<file path="config.mk">
export PLATFORM = sky130hd
export DESIGN_NAME = dop_regs
export DESIGN_NICKNAME = d
export VERILOG_FILES = /design/src/hdl/dop_pkg.sv /design/src/hdl/dop_pulse.sv /design/src/hdl/dop_regs.sv
export SDC_FILE = /design/constraint.sdc
export NUM_CORES = 1
export LEC_CHECK = 0
export BUFFER_PORTS_ARGS = -buffer_cell sky130_fd_sc_hd__buf_2
export CAP_MARGIN = 20
export CORE_MARGIN = 2
export CORE_UTILIZATION = 57
export DETAILED_ROUTE_END_ITERATION = 7
export PLACE_DENSITY = 0.75
export SLEW_MARGIN = 20
export SYNTH_ARGS = -nofsm -noshare
export SYNTH_HDL_FRONTEND = slang
export SYNTH_SLANG_ARGS = --single-unit
</file>
<file path="constraint.sdc">
create_clock -name I_CORE_CLK -period 7.2 [get_ports I_CORE_CLK]
set_input_delay 0.72 -clock I_CORE_CLK [delete_from_list [all_inputs] [get_ports I_CORE_CLK]]
set_output_delay 0.72 -clock I_CORE_CLK [all_outputs]
set_load 0.05 [all_outputs]
</file>
<file path="src/hdl/dop_pkg.sv">
// Constants and types of the four-channel output register bank
package dop_pkg;
	localparam int NCH = 4;
	// Point tables
	localparam logic [1:0] TBL_COIL = 2'h0;
	localparam logic [1:0] TBL_DISC = 2'h1;
	localparam logic [1:0] TBL_HOLD = 2'h2;
	localparam logic [1:0] TBL_INPT = 2'h3;
	// Start addresses
	localparam logic [15:0] ADR_OUT_STATE  = 16'h0000;
	localparam logic [15:0] ADR_PULSE_RUN  = 16'h0010;
	localparam logic [15:0] ADR_PACKED_OUT = 16'h0020;
	localparam logic [15:0] ADR_PULSE_CNT  = 16'h0024;
	localparam logic [15:0] ADR_HIGH_TIME  = 16'h0034;
	localparam logic [15:0] ADR_LOW_TIME   = 16'h0044;
	localparam logic [15:0] ADR_PEER_LINK  = 16'h1000;
	localparam logic [15:0] ADR_SAFE_FLAG  = 16'h1010;
	localparam logic [15:0] ADR_ALARM_CLR  = 16'h1030;
	localparam logic [15:0] ADR_UPTIME     = 16'h139C;
	localparam logic [15:0] ADR_HW_ADDR    = 16'h13A0;
	localparam logic [15:0] ADR_NET_ADDR   = 16'h13A3;
	localparam logic [15:0] ADR_FW_REL     = 16'h13A5;
	localparam logic [15:0] ADR_FW_BUILD   = 16'h13A7;
	localparam logic [15:0] ADR_LABEL      = 16'h13B0;
	localparam int          LABEL_WORDS    = 30;
	// Reset values
	localparam logic [15:0] RST_WORD  = 16'h0000;
	localparam logic [15:0] RST_TIME  = 16'h0001;
	// Timing
	localparam int CLK_MHZ      = 125;
	localparam int TICK_US      = 1000;
	localparam int MS_CYC       = CLK_MHZ * TICK_US;
	localparam int MS_PER_SEC   = 1000;

	typedef struct packed {
		logic [1:0]  table_sel;
		logic [15:0] addr;
		logic        write;
		logic [15:0] wdata;
	} dop_req_t;

	typedef struct packed {
		logic [15:0] high_time;
		logic [15:0] low_time;
		logic [15:0] count;
	} dop_pulse_cfg_t;
endpackage

</file>
<file path="src/hdl/dop_pulse.sv">
// One channel pulse train generator
`timescale 1ns/1ps
module dop_pulse
	import dop_pkg::*;
(
	// Clock and reset
	input  wire logic           i_clk,
	input  wire logic           i_rstn,
	input  wire logic           i_ce,
	// Control
	input  wire logic           i_run,
	input  wire logic           i_tick,
	input  wire dop_pulse_cfg_t i_cfg,
	// Status
	output logic                o_level,
	output logic                o_done
);
	typedef enum logic [1:0] {ST_IDLE, ST_ARM, ST_HIGH, ST_LOW} dop_pst_t;
	dop_pst_t    st;
	logic [15:0] cnt;
	logic [15:0] num;
	logic        run_q;
	logic        hi_end;
	logic        lo_end;

	assign hi_end = i_tick && (cnt + 16'h0001 >= i_cfg.high_time);
	assign lo_end = i_tick && (cnt + 16'h0001 >= i_cfg.low_time);
	// Done only fires once the programmed count of pulses has elapsed
	assign o_done = (st == ST_LOW) && lo_end && (i_cfg.count != 16'h0000)
		&& (num >= i_cfg.count);
	assign o_level = (st == ST_HIGH);

	always_ff @(posedge i_clk or negedge i_rstn) begin
		if (!i_rstn) begin
			run_q <= 1'b0;
		end else if (i_ce) begin
			run_q <= i_run;
		end
	end

	always_ff @(posedge i_clk or negedge i_rstn) begin
		if (!i_rstn) begin
			st  <= ST_IDLE;
			cnt <= 16'h0000;
			num <= 16'h0000;
		end else if (i_ce) begin
			unique case (st)
				ST_IDLE: begin
					// Edge start, so the cycle that clears run cannot restart
					if (i_run && !run_q) begin
						st <= ST_ARM;
					end
				end
				// Start on a tick so the first high is whole ms,
				// at the cost of up to one ms of start latency
				ST_ARM: begin
					if (!i_run) begin
						st <= ST_IDLE;
					end else if (i_tick) begin
						st  <= ST_HIGH;
						cnt <= 16'h0000;
						num <= 16'h0000;
					end
				end
				ST_HIGH: begin
					if (!i_run) begin
						st <= ST_IDLE;
					end else if (hi_end) begin
						st  <= ST_LOW;
						cnt <= 16'h0000;
						num <= num + 16'h0001;
					end else if (i_tick) begin
						cnt <= cnt + 16'h0001;
					end
				end
				ST_LOW: begin
					if (!i_run || o_done) begin
						st <= ST_IDLE;
					end else if (lo_end) begin
						st  <= ST_HIGH;
						cnt <= 16'h0000;
					end else if (i_tick) begin
						cnt <= cnt + 16'h0001;
					end
				end
			endcase
		end
	end

	a_stop_idle: assert property (@(posedge i_clk) disable iff (!i_rstn)
		(i_ce && !i_run) |=> (st == ST_IDLE))
		else $error("channel kept pulsing after run cleared");
	a_done_idle: assert property (@(posedge i_clk) disable iff (!i_rstn)
		(i_ce && o_done) |=> (st == ST_IDLE) && !o_level)
		else $error("channel kept pulsing after count reached");
	c_pulse_done: cover property (@(posedge i_clk) disable iff (!i_rstn)
		o_done);
endmodule

</file>
<file path="src/hdl/dop_regs.sv">
// Register bank and pulse control of the four-channel output unit
`timescale 1ns/1ps
module dop_regs
	import dop_pkg::*;
#(
	parameter int          MS_CYCLES = MS_CYC,
	// Arbitrary neutral identity values
	parameter logic [47:0] HW_ADDR   = 48'h02_00_00_00_00_01,
	parameter logic [31:0] NET_ADDR  = 32'hC0_A8_00_02,
	parameter logic [23:0] FW_REL    = 24'h01_00_00,
	parameter logic [31:0] FW_BUILD  = 32'h0000_0001,
	parameter logic [16*LABEL_WORDS-1:0] LABEL = {8'h55, 8'h4E,
		{(16*LABEL_WORDS-16){1'b0}}}
) (
	// Clock, reset, enable
	input  wire logic           I_CORE_CLK,
	input  wire logic           I_RESETN,
	input  wire logic           I_CORE_CE,
	// Point access request
	input  wire logic           I_REQ_VALID,
	input  wire dop_req_t       I_REQ,
	// Point access answer
	output logic                O_RSP_VALID,
	output logic [15:0]         O_RSP_DATA,
	output logic                O_RSP_ERR,
	// Status pins
	input  wire logic [NCH-1:0] I_PEER_LINK,
	input  wire logic [NCH-1:0] I_SAFE_MODE,
	input  wire logic           I_WDOG_TRIP,
	// Outputs
	output logic                O_WDOG_ALARM,
	output logic [NCH-1:0]      O_CH_OUT
);
	logic [NCH-1:0]  out_state;
	logic [NCH-1:0]  pulse_run;
	logic [15:0]     pulse_cnt [NCH];
	logic [15:0]     high_time [NCH];
	logic [15:0]     low_time  [NCH];
	logic [NCH-1:0]  lvl;
	logic [NCH-1:0]  done;
	logic [2*NCH:0]  sync_a;
	logic [2*NCH:0]  sync_b;
	logic            trip_q;
	logic            alarm;
	logic [16:0]     ms_div;
	logic            tick;
	logic [9:0]      ms_in_sec;
	logic [31:0]     uptime;
	logic [15:0]     next_data;
	logic            next_err;
	logic [15:0]     off;
	logic            wr;

	assign wr = I_REQ_VALID && I_REQ.write;

	////////////////////////////////////////////////////////////////////////
	// Pin synchronisers
	always_ff @(posedge I_CORE_CLK or negedge I_RESETN) begin
		if (!I_RESETN) begin
			sync_a <= '0;
			sync_b <= '0;
		end else if (I_CORE_CE) begin
			sync_a <= {I_WDOG_TRIP, I_SAFE_MODE, I_PEER_LINK};
			sync_b <= sync_a;
		end
	end

	////////////////////////////////////////////////////////////////////////
	// Time base
	always_ff @(posedge I_CORE_CLK or negedge I_RESETN) begin
		if (!I_RESETN) begin
			ms_div <= 17'h00000;
		end else if (I_CORE_CE) begin
			ms_div <= tick ? 17'h00000 : ms_div + 17'h00001;
		end
	end
	assign tick = (ms_div == 17'(MS_CYCLES - 1));

	always_ff @(posedge I_CORE_CLK or negedge I_RESETN) begin
		if (!I_RESETN) begin
			ms_in_sec <= 10'h000;
			uptime    <= 32'h0000_0000;
		end else if (I_CORE_CE && tick) begin
			if (ms_in_sec == 10'(MS_PER_SEC - 1)) begin
				ms_in_sec <= 10'h000;
				uptime    <= uptime + 32'h0000_0001;
			end else begin
				ms_in_sec <= ms_in_sec + 10'h001;
			end
		end
	end

	////////////////////////////////////////////////////////////////////////
	// Watchdog alarm
	// Clear on write of one
	always_ff @(posedge I_CORE_CLK or negedge I_RESETN) begin
		if (!I_RESETN) begin
			trip_q <= 1'b0;
			alarm  <= 1'b0;
		end else if (I_CORE_CE) begin
			trip_q <= sync_b[2*NCH];
			// A new trip wins over a clear in the same cycle
			if (sync_b[2*NCH] && !trip_q) begin
				alarm <= 1'b1;
			end else if (wr && I_REQ.table_sel == TBL_COIL
				&& I_REQ.addr == ADR_ALARM_CLR && I_REQ.wdata[0]) begin
				alarm <= 1'b0;
			end
		end
	end
	assign O_WDOG_ALARM = alarm;

	////////////////////////////////////////////////////////////////////////
	// Writable points
	always_ff @(posedge I_CORE_CLK or negedge I_RESETN) begin
		if (!I_RESETN) begin
			out_state <= '0;
		end else if (I_CORE_CE && wr) begin
			if (I_REQ.table_sel == TBL_COIL && I_REQ.addr < 16'(NCH)) begin
				out_state[I_REQ.addr[1:0]] <= I_REQ.wdata[0];
			end
			if (I_REQ.table_sel == TBL_HOLD && I_REQ.addr == ADR_PACKED_OUT)
			begin
				out_state <= I_REQ.wdata[NCH-1:0];
			end
		end
	end

	// Run coils, a client start in the done cycle keeps the coil set but the train stays stopped
	always_ff @(posedge I_CORE_CLK or negedge I_RESETN) begin
		if (!I_RESETN) begin
			pulse_run <= '0;
		end else if (I_CORE_CE) begin
			for (int c = 0; c < NCH; c++) begin
				if (wr && I_REQ.table_sel == TBL_COIL
					&& I_REQ.addr == ADR_PULSE_RUN + 16'(c)) begin
					pulse_run[c] <= I_REQ.wdata[0];
				end else if (done[c]) begin
					pulse_run[c] <= 1'b0;
				end
			end
		end
	end

	always_ff @(posedge I_CORE_CLK or negedge I_RESETN) begin
		if (!I_RESETN) begin
			for (int c = 0; c < NCH; c++) begin
				pulse_cnt[c] <= RST_WORD;
				high_time[c] <= RST_TIME;
				low_time[c]  <= RST_TIME;
			end
		end else if (I_CORE_CE && wr && I_REQ.table_sel == TBL_HOLD) begin
			for (int c = 0; c < NCH; c++) begin
				if (I_REQ.addr == ADR_PULSE_CNT + 16'(c)) begin
					pulse_cnt[c] <= I_REQ.wdata;
				end
				if (I_REQ.addr == ADR_HIGH_TIME + 16'(c)) begin
					high_time[c] <= I_REQ.wdata;
				end
				if (I_REQ.addr == ADR_LOW_TIME + 16'(c)) begin
					low_time[c] <= I_REQ.wdata;
				end
			end
		end
	end

	////////////////////////////////////////////////////////////////////////
	// Pulse generators
	for (genvar c = 0; c < NCH; c++) begin : g_ch
		dop_pulse u_pulse (
			.i_clk   (I_CORE_CLK),
			.i_rstn  (I_RESETN),
			.i_ce    (I_CORE_CE),
			.i_run   (pulse_run[c]),
			.i_tick  (tick),
			.i_cfg   ({high_time[c], low_time[c], pulse_cnt[c]}),
			.o_level (lvl[c]),
			.o_done  (done[c])
		);
	end

	always_ff @(posedge I_CORE_CLK or negedge I_RESETN) begin
		if (!I_RESETN) begin
			O_CH_OUT <= '0;
		end else if (I_CORE_CE) begin
			O_CH_OUT <= (pulse_run & lvl) | (~pulse_run & out_state);
		end
	end

	////////////////////////////////////////////////////////////////////////
	// Read decode
	always_comb begin
		next_data = 16'h0000;
		next_err  = 1'b0;
		off       = 16'h0000;
		unique case (I_REQ.table_sel)
			TBL_COIL: begin
				if (I_REQ.addr < 16'(NCH)) begin
					next_data = {15'h0000, out_state[I_REQ.addr[1:0]]};
				end else if (I_REQ.addr - ADR_PULSE_RUN < 16'(NCH)) begin
					off       = I_REQ.addr - ADR_PULSE_RUN;
					next_data = {15'h0000, pulse_run[off[1:0]]};
				end else if (I_REQ.addr == ADR_ALARM_CLR) begin
					next_data = {15'h0000, alarm};
				end else begin
					next_err = 1'b1;
				end
			end
			TBL_DISC: begin
				next_err = I_REQ.write;
				if (I_REQ.addr - ADR_PEER_LINK < 16'(NCH)) begin
					off       = I_REQ.addr - ADR_PEER_LINK;
					next_data = {15'h0000, sync_b[off[1:0]]};
				end else if (I_REQ.addr - ADR_SAFE_FLAG < 16'(NCH)) begin
					off       = I_REQ.addr - ADR_SAFE_FLAG;
					next_data = {15'h0000, sync_b[NCH + 32'(off[1:0])]};
				end else begin
					next_err = 1'b1;
				end
			end
			TBL_HOLD: begin
				if (I_REQ.addr == ADR_PACKED_OUT) begin
					next_data = {12'h000, out_state};
				end else if (I_REQ.addr - ADR_PULSE_CNT < 16'(NCH)) begin
					off       = I_REQ.addr - ADR_PULSE_CNT;
					next_data = pulse_cnt[off[1:0]];
				end else if (I_REQ.addr - ADR_HIGH_TIME < 16'(NCH)) begin
					off       = I_REQ.addr - ADR_HIGH_TIME;
					next_data = high_time[off[1:0]];
				end else if (I_REQ.addr - ADR_LOW_TIME < 16'(NCH)) begin
					off       = I_REQ.addr - ADR_LOW_TIME;
					next_data = low_time[off[1:0]];
				end else begin
					next_err = 1'b1;
				end
			end
			TBL_INPT: begin
				next_err = I_REQ.write;
				off      = I_REQ.addr - ADR_LABEL;
				unique case (I_REQ.addr)
					ADR_UPTIME:              next_data = uptime[31:16];
					ADR_UPTIME + 16'h0001:   next_data = uptime[15:0];
					ADR_HW_ADDR:             next_data = HW_ADDR[47:32];
					ADR_HW_ADDR + 16'h0001:  next_data = HW_ADDR[31:16];
					ADR_HW_ADDR + 16'h0002:  next_data = HW_ADDR[15:0];
					ADR_NET_ADDR:            next_data = NET_ADDR[31:16];
					ADR_NET_ADDR + 16'h0001: next_data = NET_ADDR[15:0];
					ADR_FW_REL:              next_data = FW_REL[23:8];
					ADR_FW_REL + 16'h0001:   next_data = {FW_REL[7:0], 8'h00};
					ADR_FW_BUILD:            next_data = FW_BUILD[31:16];
					ADR_FW_BUILD + 16'h0001: next_data = FW_BUILD[15:0];
					default: begin
						if (off < 16'(LABEL_WORDS)) begin
							next_data = LABEL[16*LABEL_WORDS-1
								- 16*32'(off) -: 16];
						end else begin
							next_err = 1'b1;
						end
					end
				endcase
			end
		endcase
	end

	// Answer one cycle after the request
	always_ff @(posedge I_CORE_CLK or negedge I_RESETN) begin
		if (!I_RESETN) begin
			O_RSP_VALID <= 1'b0;
			O_RSP_DATA  <= 16'h0000;
			O_RSP_ERR   <= 1'b0;
		end else if (I_CORE_CE) begin
			O_RSP_VALID <= I_REQ_VALID;
			if (I_REQ_VALID) begin
				O_RSP_DATA <= I_REQ.write ? 16'h0000 : next_data;
				O_RSP_ERR  <= next_err;
			end
		end
	end

	////////////////////////////////////////////////////////////////////////
	// Checks
	a_coil_write: assert property (@(posedge I_CORE_CLK)
		disable iff (!I_RESETN)
		(I_CORE_CE && wr && I_REQ.table_sel == TBL_COIL && I_REQ.addr == 16'h0)
		|=> out_state[0] == $past(I_REQ.wdata[0]))
		else $error("output coil write not stored");
	a_packed_read: assert property (@(posedge I_CORE_CLK)
		disable iff (!I_RESETN)
		(I_CORE_CE && I_REQ_VALID && !I_REQ.write
		&& I_REQ.table_sel == TBL_HOLD && I_REQ.addr == ADR_PACKED_OUT)
		|=> O_RSP_DATA == {12'h000, $past(out_state)})
		else $error("packed word does not match output states");
	a_run_start: assert property (@(posedge I_CORE_CLK)
		disable iff (!I_RESETN)
		(I_CORE_CE && wr && I_REQ.table_sel == TBL_COIL
		&& I_REQ.addr == ADR_PULSE_RUN && I_REQ.wdata[0])
		|=> pulse_run[0])
		else $error("run coil write did not start channel");
	a_high_store: assert property (@(posedge I_CORE_CLK)
		disable iff (!I_RESETN)
		(I_CORE_CE && wr && I_REQ.table_sel == TBL_HOLD
		&& I_REQ.addr == ADR_HIGH_TIME)
		|=> high_time[0] == $past(I_REQ.wdata))
		else $error("high time not stored");
	a_low_store: assert property (@(posedge I_CORE_CLK)
		disable iff (!I_RESETN)
		(I_CORE_CE && wr && I_REQ.table_sel == TBL_HOLD
		&& I_REQ.addr == ADR_LOW_TIME)
		|=> low_time[0] == $past(I_REQ.wdata))
		else $error("low time not stored");
	a_alarm_clear: assert property (@(posedge I_CORE_CLK)
		disable iff (!I_RESETN)
		(I_CORE_CE && wr && I_REQ.table_sel == TBL_COIL
		&& I_REQ.addr == ADR_ALARM_CLR && I_REQ.wdata[0]
		&& !(sync_b[2*NCH] && !trip_q)) |=> !alarm)
		else $error("alarm survived its clear");
	a_uptime_step: assert property (@(posedge I_CORE_CLK)
		disable iff (!I_RESETN)
		(I_CORE_CE && tick && ms_in_sec == 10'(MS_PER_SEC - 1))
		|=> uptime == $past(uptime) + 32'h0000_0001)
		else $error("uptime did not advance at second end");
	a_ro_refused: assert property (@(posedge I_CORE_CLK)
		disable iff (!I_RESETN)
		(I_CORE_CE && wr && I_REQ.table_sel[0]) |=> O_RSP_ERR)
		else $error("write to status point not refused");
	a_link_read: assert property (@(posedge I_CORE_CLK)
		disable iff (!I_RESETN)
		(I_CORE_CE && I_REQ_VALID && !I_REQ.write
		&& I_REQ.table_sel == TBL_DISC && I_REQ.addr == ADR_PEER_LINK)
		|=> O_RSP_DATA == {15'h0000, $past(sync_b[0])})
		else $error("peer link bit misreported");
	c_alarm_set: cover property (@(posedge I_CORE_CLK) alarm);
	c_label_read: cover property (@(posedge I_CORE_CLK) I_REQ_VALID
		&& I_REQ.table_sel == TBL_INPT && I_REQ.addr == ADR_LABEL);
	c_train: cover property (@(posedge I_CORE_CLK) pulse_run[0] && lvl[0]);
endmodule

</file>
-- After elaboration in Yosys (flattened, before gate mapping)
Index checks and enable logic that the tools add are counted.
W data, S select, Z words.
- $add $sub $neg: 20
- multipliers: 0
- div/mod/pow operators: 0
- magnitude comparators: 28
- eq/ne operators: 82
- shift operators: 1
- mux-type cells: 129
- bitwise operators: 7
- reductions and logical operators: 110
- operators by type and width (cell ; number):
    $mux W16 ; 45
    $shiftx A495 B33 Y16 const A ; 1
    $eq A16 B13 Y1 const B ; 12
    $ge A16 B16 Y1 ; 12
    $pmux W16 S3 ; 4
    $eq A16 B6 Y1 const B ; 9
    $add A16 B1 Y16 const B ; 8
    $pmux W16 S2 ; 4
    $pmux W16 S8 ; 1
    $lt A16 B3 Y1 const B ; 7
    $bmux W16 S2 ; 3
    $eq A16 B5 Y1 const B ; 4
    $eq A16 B7 Y1 const B ; 4
    $pmux W16 S4 ; 1
    $reduce_bool A16 Y1 ; 4
    $mux W2 ; 25
    $reduce_and A6 Y1 ; 8
    $sub A16 B13 Y16 const B ; 3
    $reduce_and A2 Y1 ; 20
    $logic_and A1 B1 Y1 ; 39
    $ne A2 B2 Y1 const B ; 19
    $add A32 B1 Y32 const B ; 1
    $pmux W2 S4 ; 4
    $sub A16 B6 Y16 const B ; 2
    other kinds (41) ; 137
- register bits after elaboration: 441
- bits in latches: 0
- bits in writable memories: 0
- memory bits (read-only): 0
- input bits: 48
- output and inout bits: 23
- word-level logic and storage cells: 421
- memories kept: 0

-- Depth between registers and ports, before layout
- word-level depth: 11
- gate-level depth with buffers: 18
- gate-level depth less buffers: 17

-- Cells and area by module
From an unflattened synthesis, not the netlist that was laid out.
- cells, all modules: 2908
- area total of the unflattened synthesis: 28596.2 sq um
- by module, submodules not included (module ; instances ; cells an instance ; area an instance (sq um) ; sequential area each (sq um)):
    dop_regs ; 1 ; 1238 ; 15110.7 ; 7542.2
    dop_pulse at g_ch[0].u_pulse ... ; 3 ; 422 ; 3380.7 ; 875.8
    dop_pulse at g_ch[3].u_pulse ; 1 ; 404 ; 3343.2 ; 875.8

-- Worst setup path after synthesis
OpenSTA, ideal clock, no wires.
- path type: register -> register
- from: register g_ch[0].u_pulse.cnt[0]
- to: register g_ch[0].u_pulse.cnt[11]
- setup time: 132 ps
- data arrival time: 3677 ps
- required time: 7068 ps
- setup slack: 3391 ps
- stages on the path, launching flop included: 17
- path buffers: 1
- period minus slack after synthesis: 3809 ps
- cell sequence: dfrtp_1 > nand2_1 > nor4_1 > and3_1 > and3_1 > nor2_1 > or2_2 > ha_1 > a21o_1 > a21o_1 > a21o_1 > a211oi_1 > a21o_1 > or3_1 > nor4b_1 > clkbuf_1 > o21ai_0
- cells in the longest elaborated chain, start to end: 9
- elaborated cells on any way between the ends: 17
- those cells by class: add/sub (1); order compare (2); eq/ne (1); mux (6); reduce/logical (7)
- RTL lines (element ; line ; text):
    from (decl) ; dop_pulse.sv:20 ; logic [15:0] cnt;
    from (signal assigned) ; dop_pulse.sv:73 ; cnt <= cnt + 16'h0001;
    from (signal assigned) ; dop_pulse.sv:83 ; cnt <= cnt + 16'h0001;
    $add A16 B1 Y16 * ; -- ;
    $ge A16 B16 Y1 ; dop_pulse.sv:27 ; assign lo_end = i_tick && (cnt + 16'h0001 >= i_cfg.low_time);
    $logic_and A1 B1 Y1 ; dop_pulse.sv:27 ;
    $logic_and A1 B1 Y1 (2 in a row) ; dop_pulse.sv:29 ; assign o_done = (st == ST_LOW) && lo_end && (i_cfg.count != 16'h0000)
    $logic_and A1 B1 Y1 ; dop_pulse.sv:30 ; && (num >= i_cfg.count);
    $logic_or A1 B1 Y1 ; dop_pulse.sv:77 ; if (!i_run || o_done) begin
    $ne A2 B2 Y1 (no source line) ; -- ;
    $reduce_and A6 Y1 (no source line) ; -- ;
Mark *: on every way between the ends. The rest lies on a longest branch, timed or not. The select of a mux whose other input is x is not followed.
A chain may end at the register's enable or synchronous reset.

-- Worst setup path after layout
- from: register g_ch[2].u_pulse.cnt[0]
- to: register g_ch[2].u_pulse.num[15]
- cells in the longest elaborated chain, start to end: 5
- RTL lines (element ; line ; text):
    from (decl) ; dop_pulse.sv:20 ;
    from (signal assigned) ; dop_pulse.sv:73 ;
    from (signal assigned) ; dop_pulse.sv:83 ;
    $add A16 B1 Y16 ; dop_pulse.sv:26 ; assign hi_end = i_tick && (cnt + 16'h0001 >= i_cfg.high_time);
    $ge A16 B16 Y1 ; dop_pulse.sv:26 ;
    $logic_and A1 B1 Y1 ; dop_pulse.sv:26 ;
    $ne A2 B2 Y1 (no source line) ; -- ;
    $reduce_and A6 Y1 (no source line) ; -- ;
    to (signal assigned) ; dop_pulse.sv:71 ; num <= num + 16'h0001;
    to (decl) ; dop_pulse.sv:21 ; logic [15:0] num;
Every way passes these cells.

==> out/metrics.yaml <==
run_status:
  status: "finished, violations left"
  violations: "DRC"
logic_synthesis:
  synthXorXnorAreaFrac_pct: 3.32
  yosys.area.top_type: "dfrtp_1"
  syn_avg_cell_area_um2: 9.25
  synth_edf_count: 0
  synth_top_area_share_pct: 39.5
  yosysWarnings: 0
  ys_seq_area_share_pct: 40.3
  synth-simple-area-share_pct: 17.8
  synth-seq-cells: 441
  synth.top_cells.by_count: "dfrtp_1 (433), nand2_1 (384), o21ai_0 (298), inv_1 (238), ha_1 (211)"
  synthAdderAreaFrac_pct: 9.63
  synth_ff_type: "dfrtp_1"
  syn-cell-area_um2: 27400
  syn_inst: 2964
  ys_types: 84
  synth_fp_nets: 3223
  synth_mux_area_share_pct: 7.43
  synthTopCellsByArea: "dfrtp_1 (40%), ha_1 (9.6%), o21ai_0 (5.4%)"
  synth_top_family_by_area: "simple AND/OR/NAND/NOR gates"
  synth_compound_gate_area_share_pct: 16.3
  yosysMostFrequentCell: "dfrtp_1"
  async_reset_ff_share_pct: 100
cts:
  cts_buffers: 49
  clkLatencyLatePin_ns: 0.60
  post_cts_resize_count: 0
  clock-root-buffer: "clkbuf_16"
  cts_tree: "built"
  cts_max_level: 2
  numClockSinks: 441
  clk_pin_slew_ns: 0.06
  clock_path_buffers: 3
  cts_setup_buffers: 0
  hold_buffers: 0
hold_path:
  worstHoldPathType: "input port to async pin"
pwr:
  p_per_area_nw_per_um2: 181
  ir_drop_v: 0.000172
  p_leak_uw: 0.0143
drt:
  drt_iter0_drc: 2649
  vias: 23678
  wirelength_um: 85500
  wl_per_cell_um: 23.5
  drc: 6
  ant_nets: 0
  viasPerCell: 6.52
  dr.pass1.iters: 8
sta:
  finalCriticalPeriod_ns: 5.02
  hold_violations: 0
  rsz0062_at_grt: "no"
  slew_headroom_pct: 29.1
  fin_skew_ns: 0.0165
  timing.final.crit_share_pct: 69.7
  fin_hold_ws_ns: 0.208
  max_slew.worst_pin.slew_ns: 1.06
  setup_viol: 0
  fin_tns_setup_ns: 0
  slew_violations: 0
  clock.fmax_ghz: 0.199
worst_setup_path:
  crit_start: "g_ch[2].u_pulse.cnt[0]"
  cp-end-kind: "register"
  startpoint_type: "register"
  r2r-start: "g_ch[2].u_pulse.cnt[0]"
  crit_type: "register to register"
  crit_required_ns: 7.71
  crit_fanout: 14
  crit_arrival_ns: 5.53
  r2r_slack_ns: 2.18
job:
  cap_violations: 0
placed_design:
  hpwl_um: 63000
  placed_area_um2: 28300
  dpl.cell_count: 3540
  place.gp.congestion: 0.971
  port-buffer-count: 70
floorplanning:
  die_x_um: 223
  io_pins: 71
  core_um2: 47600
  fp-row-count: 80
  die_h_um: 223
  start_util_pct: 57.5
  dieArea_um2: 49900
grt:
  grt_pass1_vias: 23281
  grt_pass1_wl_um: 133000
  grtUsageTotal_pct: 34.6
  grt_start_max_net_pins: 173
  antenna_found_initial: 1
  overflow: 0
cells_and_area:
  nNetsFinal: 3236
  syn2layout_area_growth_pct: 9.06
  stdcell_count: 3632
  stdcell_area_um2: 29900
  fin_util_pct: 62.8
  drive_above_1_share_pct: 11.9
[state kept, by name, indices dropped and copies added, names as in the netlist]
name	cells
high_time	64
O_CH_OUT	4
out_state	4
pulse_cnt	64
O_RSP_ERR	1
g_ch.u_pulse.st	8
uptime	32
pulse_run	4
trip_q	1
ms_in_sec	10
ms_div	17
sync_b	9
g_ch.u_pulse.num	64
sync_a	9
O_RSP_VALID	1
g_ch.u_pulse.cnt	64
O_RSP_DATA	16
O_WDOG_ALARM	1
low_time	64
g_ch.u_pulse.run_q	4
[power breakdown]
| group | switching (uW) | internal, uW |
|---|---|---|
| registers | 37.1 | 2520 |
| logic | 227 | 106 |
| clock network | 1060 | 1460 |
[layer usage]
metal  wire (um)  track usage [%]  share of wire [%]
met1       32900             43.2                 38
met2       38800             54.9                 45
met3        7330             7.57                8.6
met4        6440             22.0                7.5
met5          10                0              0.012
[cell type report]
| cell class | count | area, um2 |
|---|---|---|
| fill | 3898 | 17700 |
| multi-input combinational | 2144 | 15000 |
| sequential | 441 | 11000 |
| clock buffer | 73 | 1450 |
| inverter | 239 | 897 |
| tap | 615 | 769 |
| timing repair buffer | 102 | 613 |
| clock inverter | 17 | 148 |
| antenna | 1 | 2.50 |
[stage by stage]
step | power [uW] | setup slack (ns)
3_5_place_dp | 2930 | 2.31
2_1_floorplan | 2780 | 3.39
6_report | 5410 | 2.18
3_3_place_gp | 2920 | 2.60
4_1_cts | 5420 | 2.30
5_1_grt | 5560 | 1.76
[layout by cell type, fill, tap and decap left out, types with 49 or more instances in the layout]
cell type and n:
nand2_1 384, a21o_1 54, nand3_1 98, mux2_2 67, inv_1 238, buf_2 69
nand4_1 64, mux4_2 52, and3_1 49, nor2_1 140, dfrtp_1 433, clkbuf_16 51
ha_1 211, o21ai_0 298, xnor2_1 69, a21oi_1 120
[worst max-delay path, stage by stage, from the launching register on]
cell and delay, ns:
dfrtp_1 0.43, nand3_1 0.19, nor2_1 0.23, nand2_1 0.08, nor2_1 0.32, and3_1 0.24
nor2b_1 0.06, or2_2 0.31, ha_1 0.31, nand4_1 0.12, a2111oi_0 0.51, a2bb2oi_1 0.21
a211oi_2 0.74, nand4_1 0.41, or4_1 0.60, a21oi_1 0.17
[kinds of logic after synthesis]
family,after synthesis
fa+ha+maj,211
flops,441
mux,130
buf+inv,379
simple gates,989
compound gates,710
xor+xnor,104
[path summary, 6_finish.rpt]
path | to | cells after the start
min in group I_CORE_CLK | sync_a[1] | 2
min | sync_a[5] | 1
max reg2reg | g_ch[2].u_pulse.num[15] | 15
max in group asynchronous | g_ch[3].u_pulse.num[4] | 2
min reg2reg | O_WDOG_ALARM | 1
max | g_ch[2].u_pulse.num[15] | 15
No activity file was read; power rests on OpenSTA's default activity.
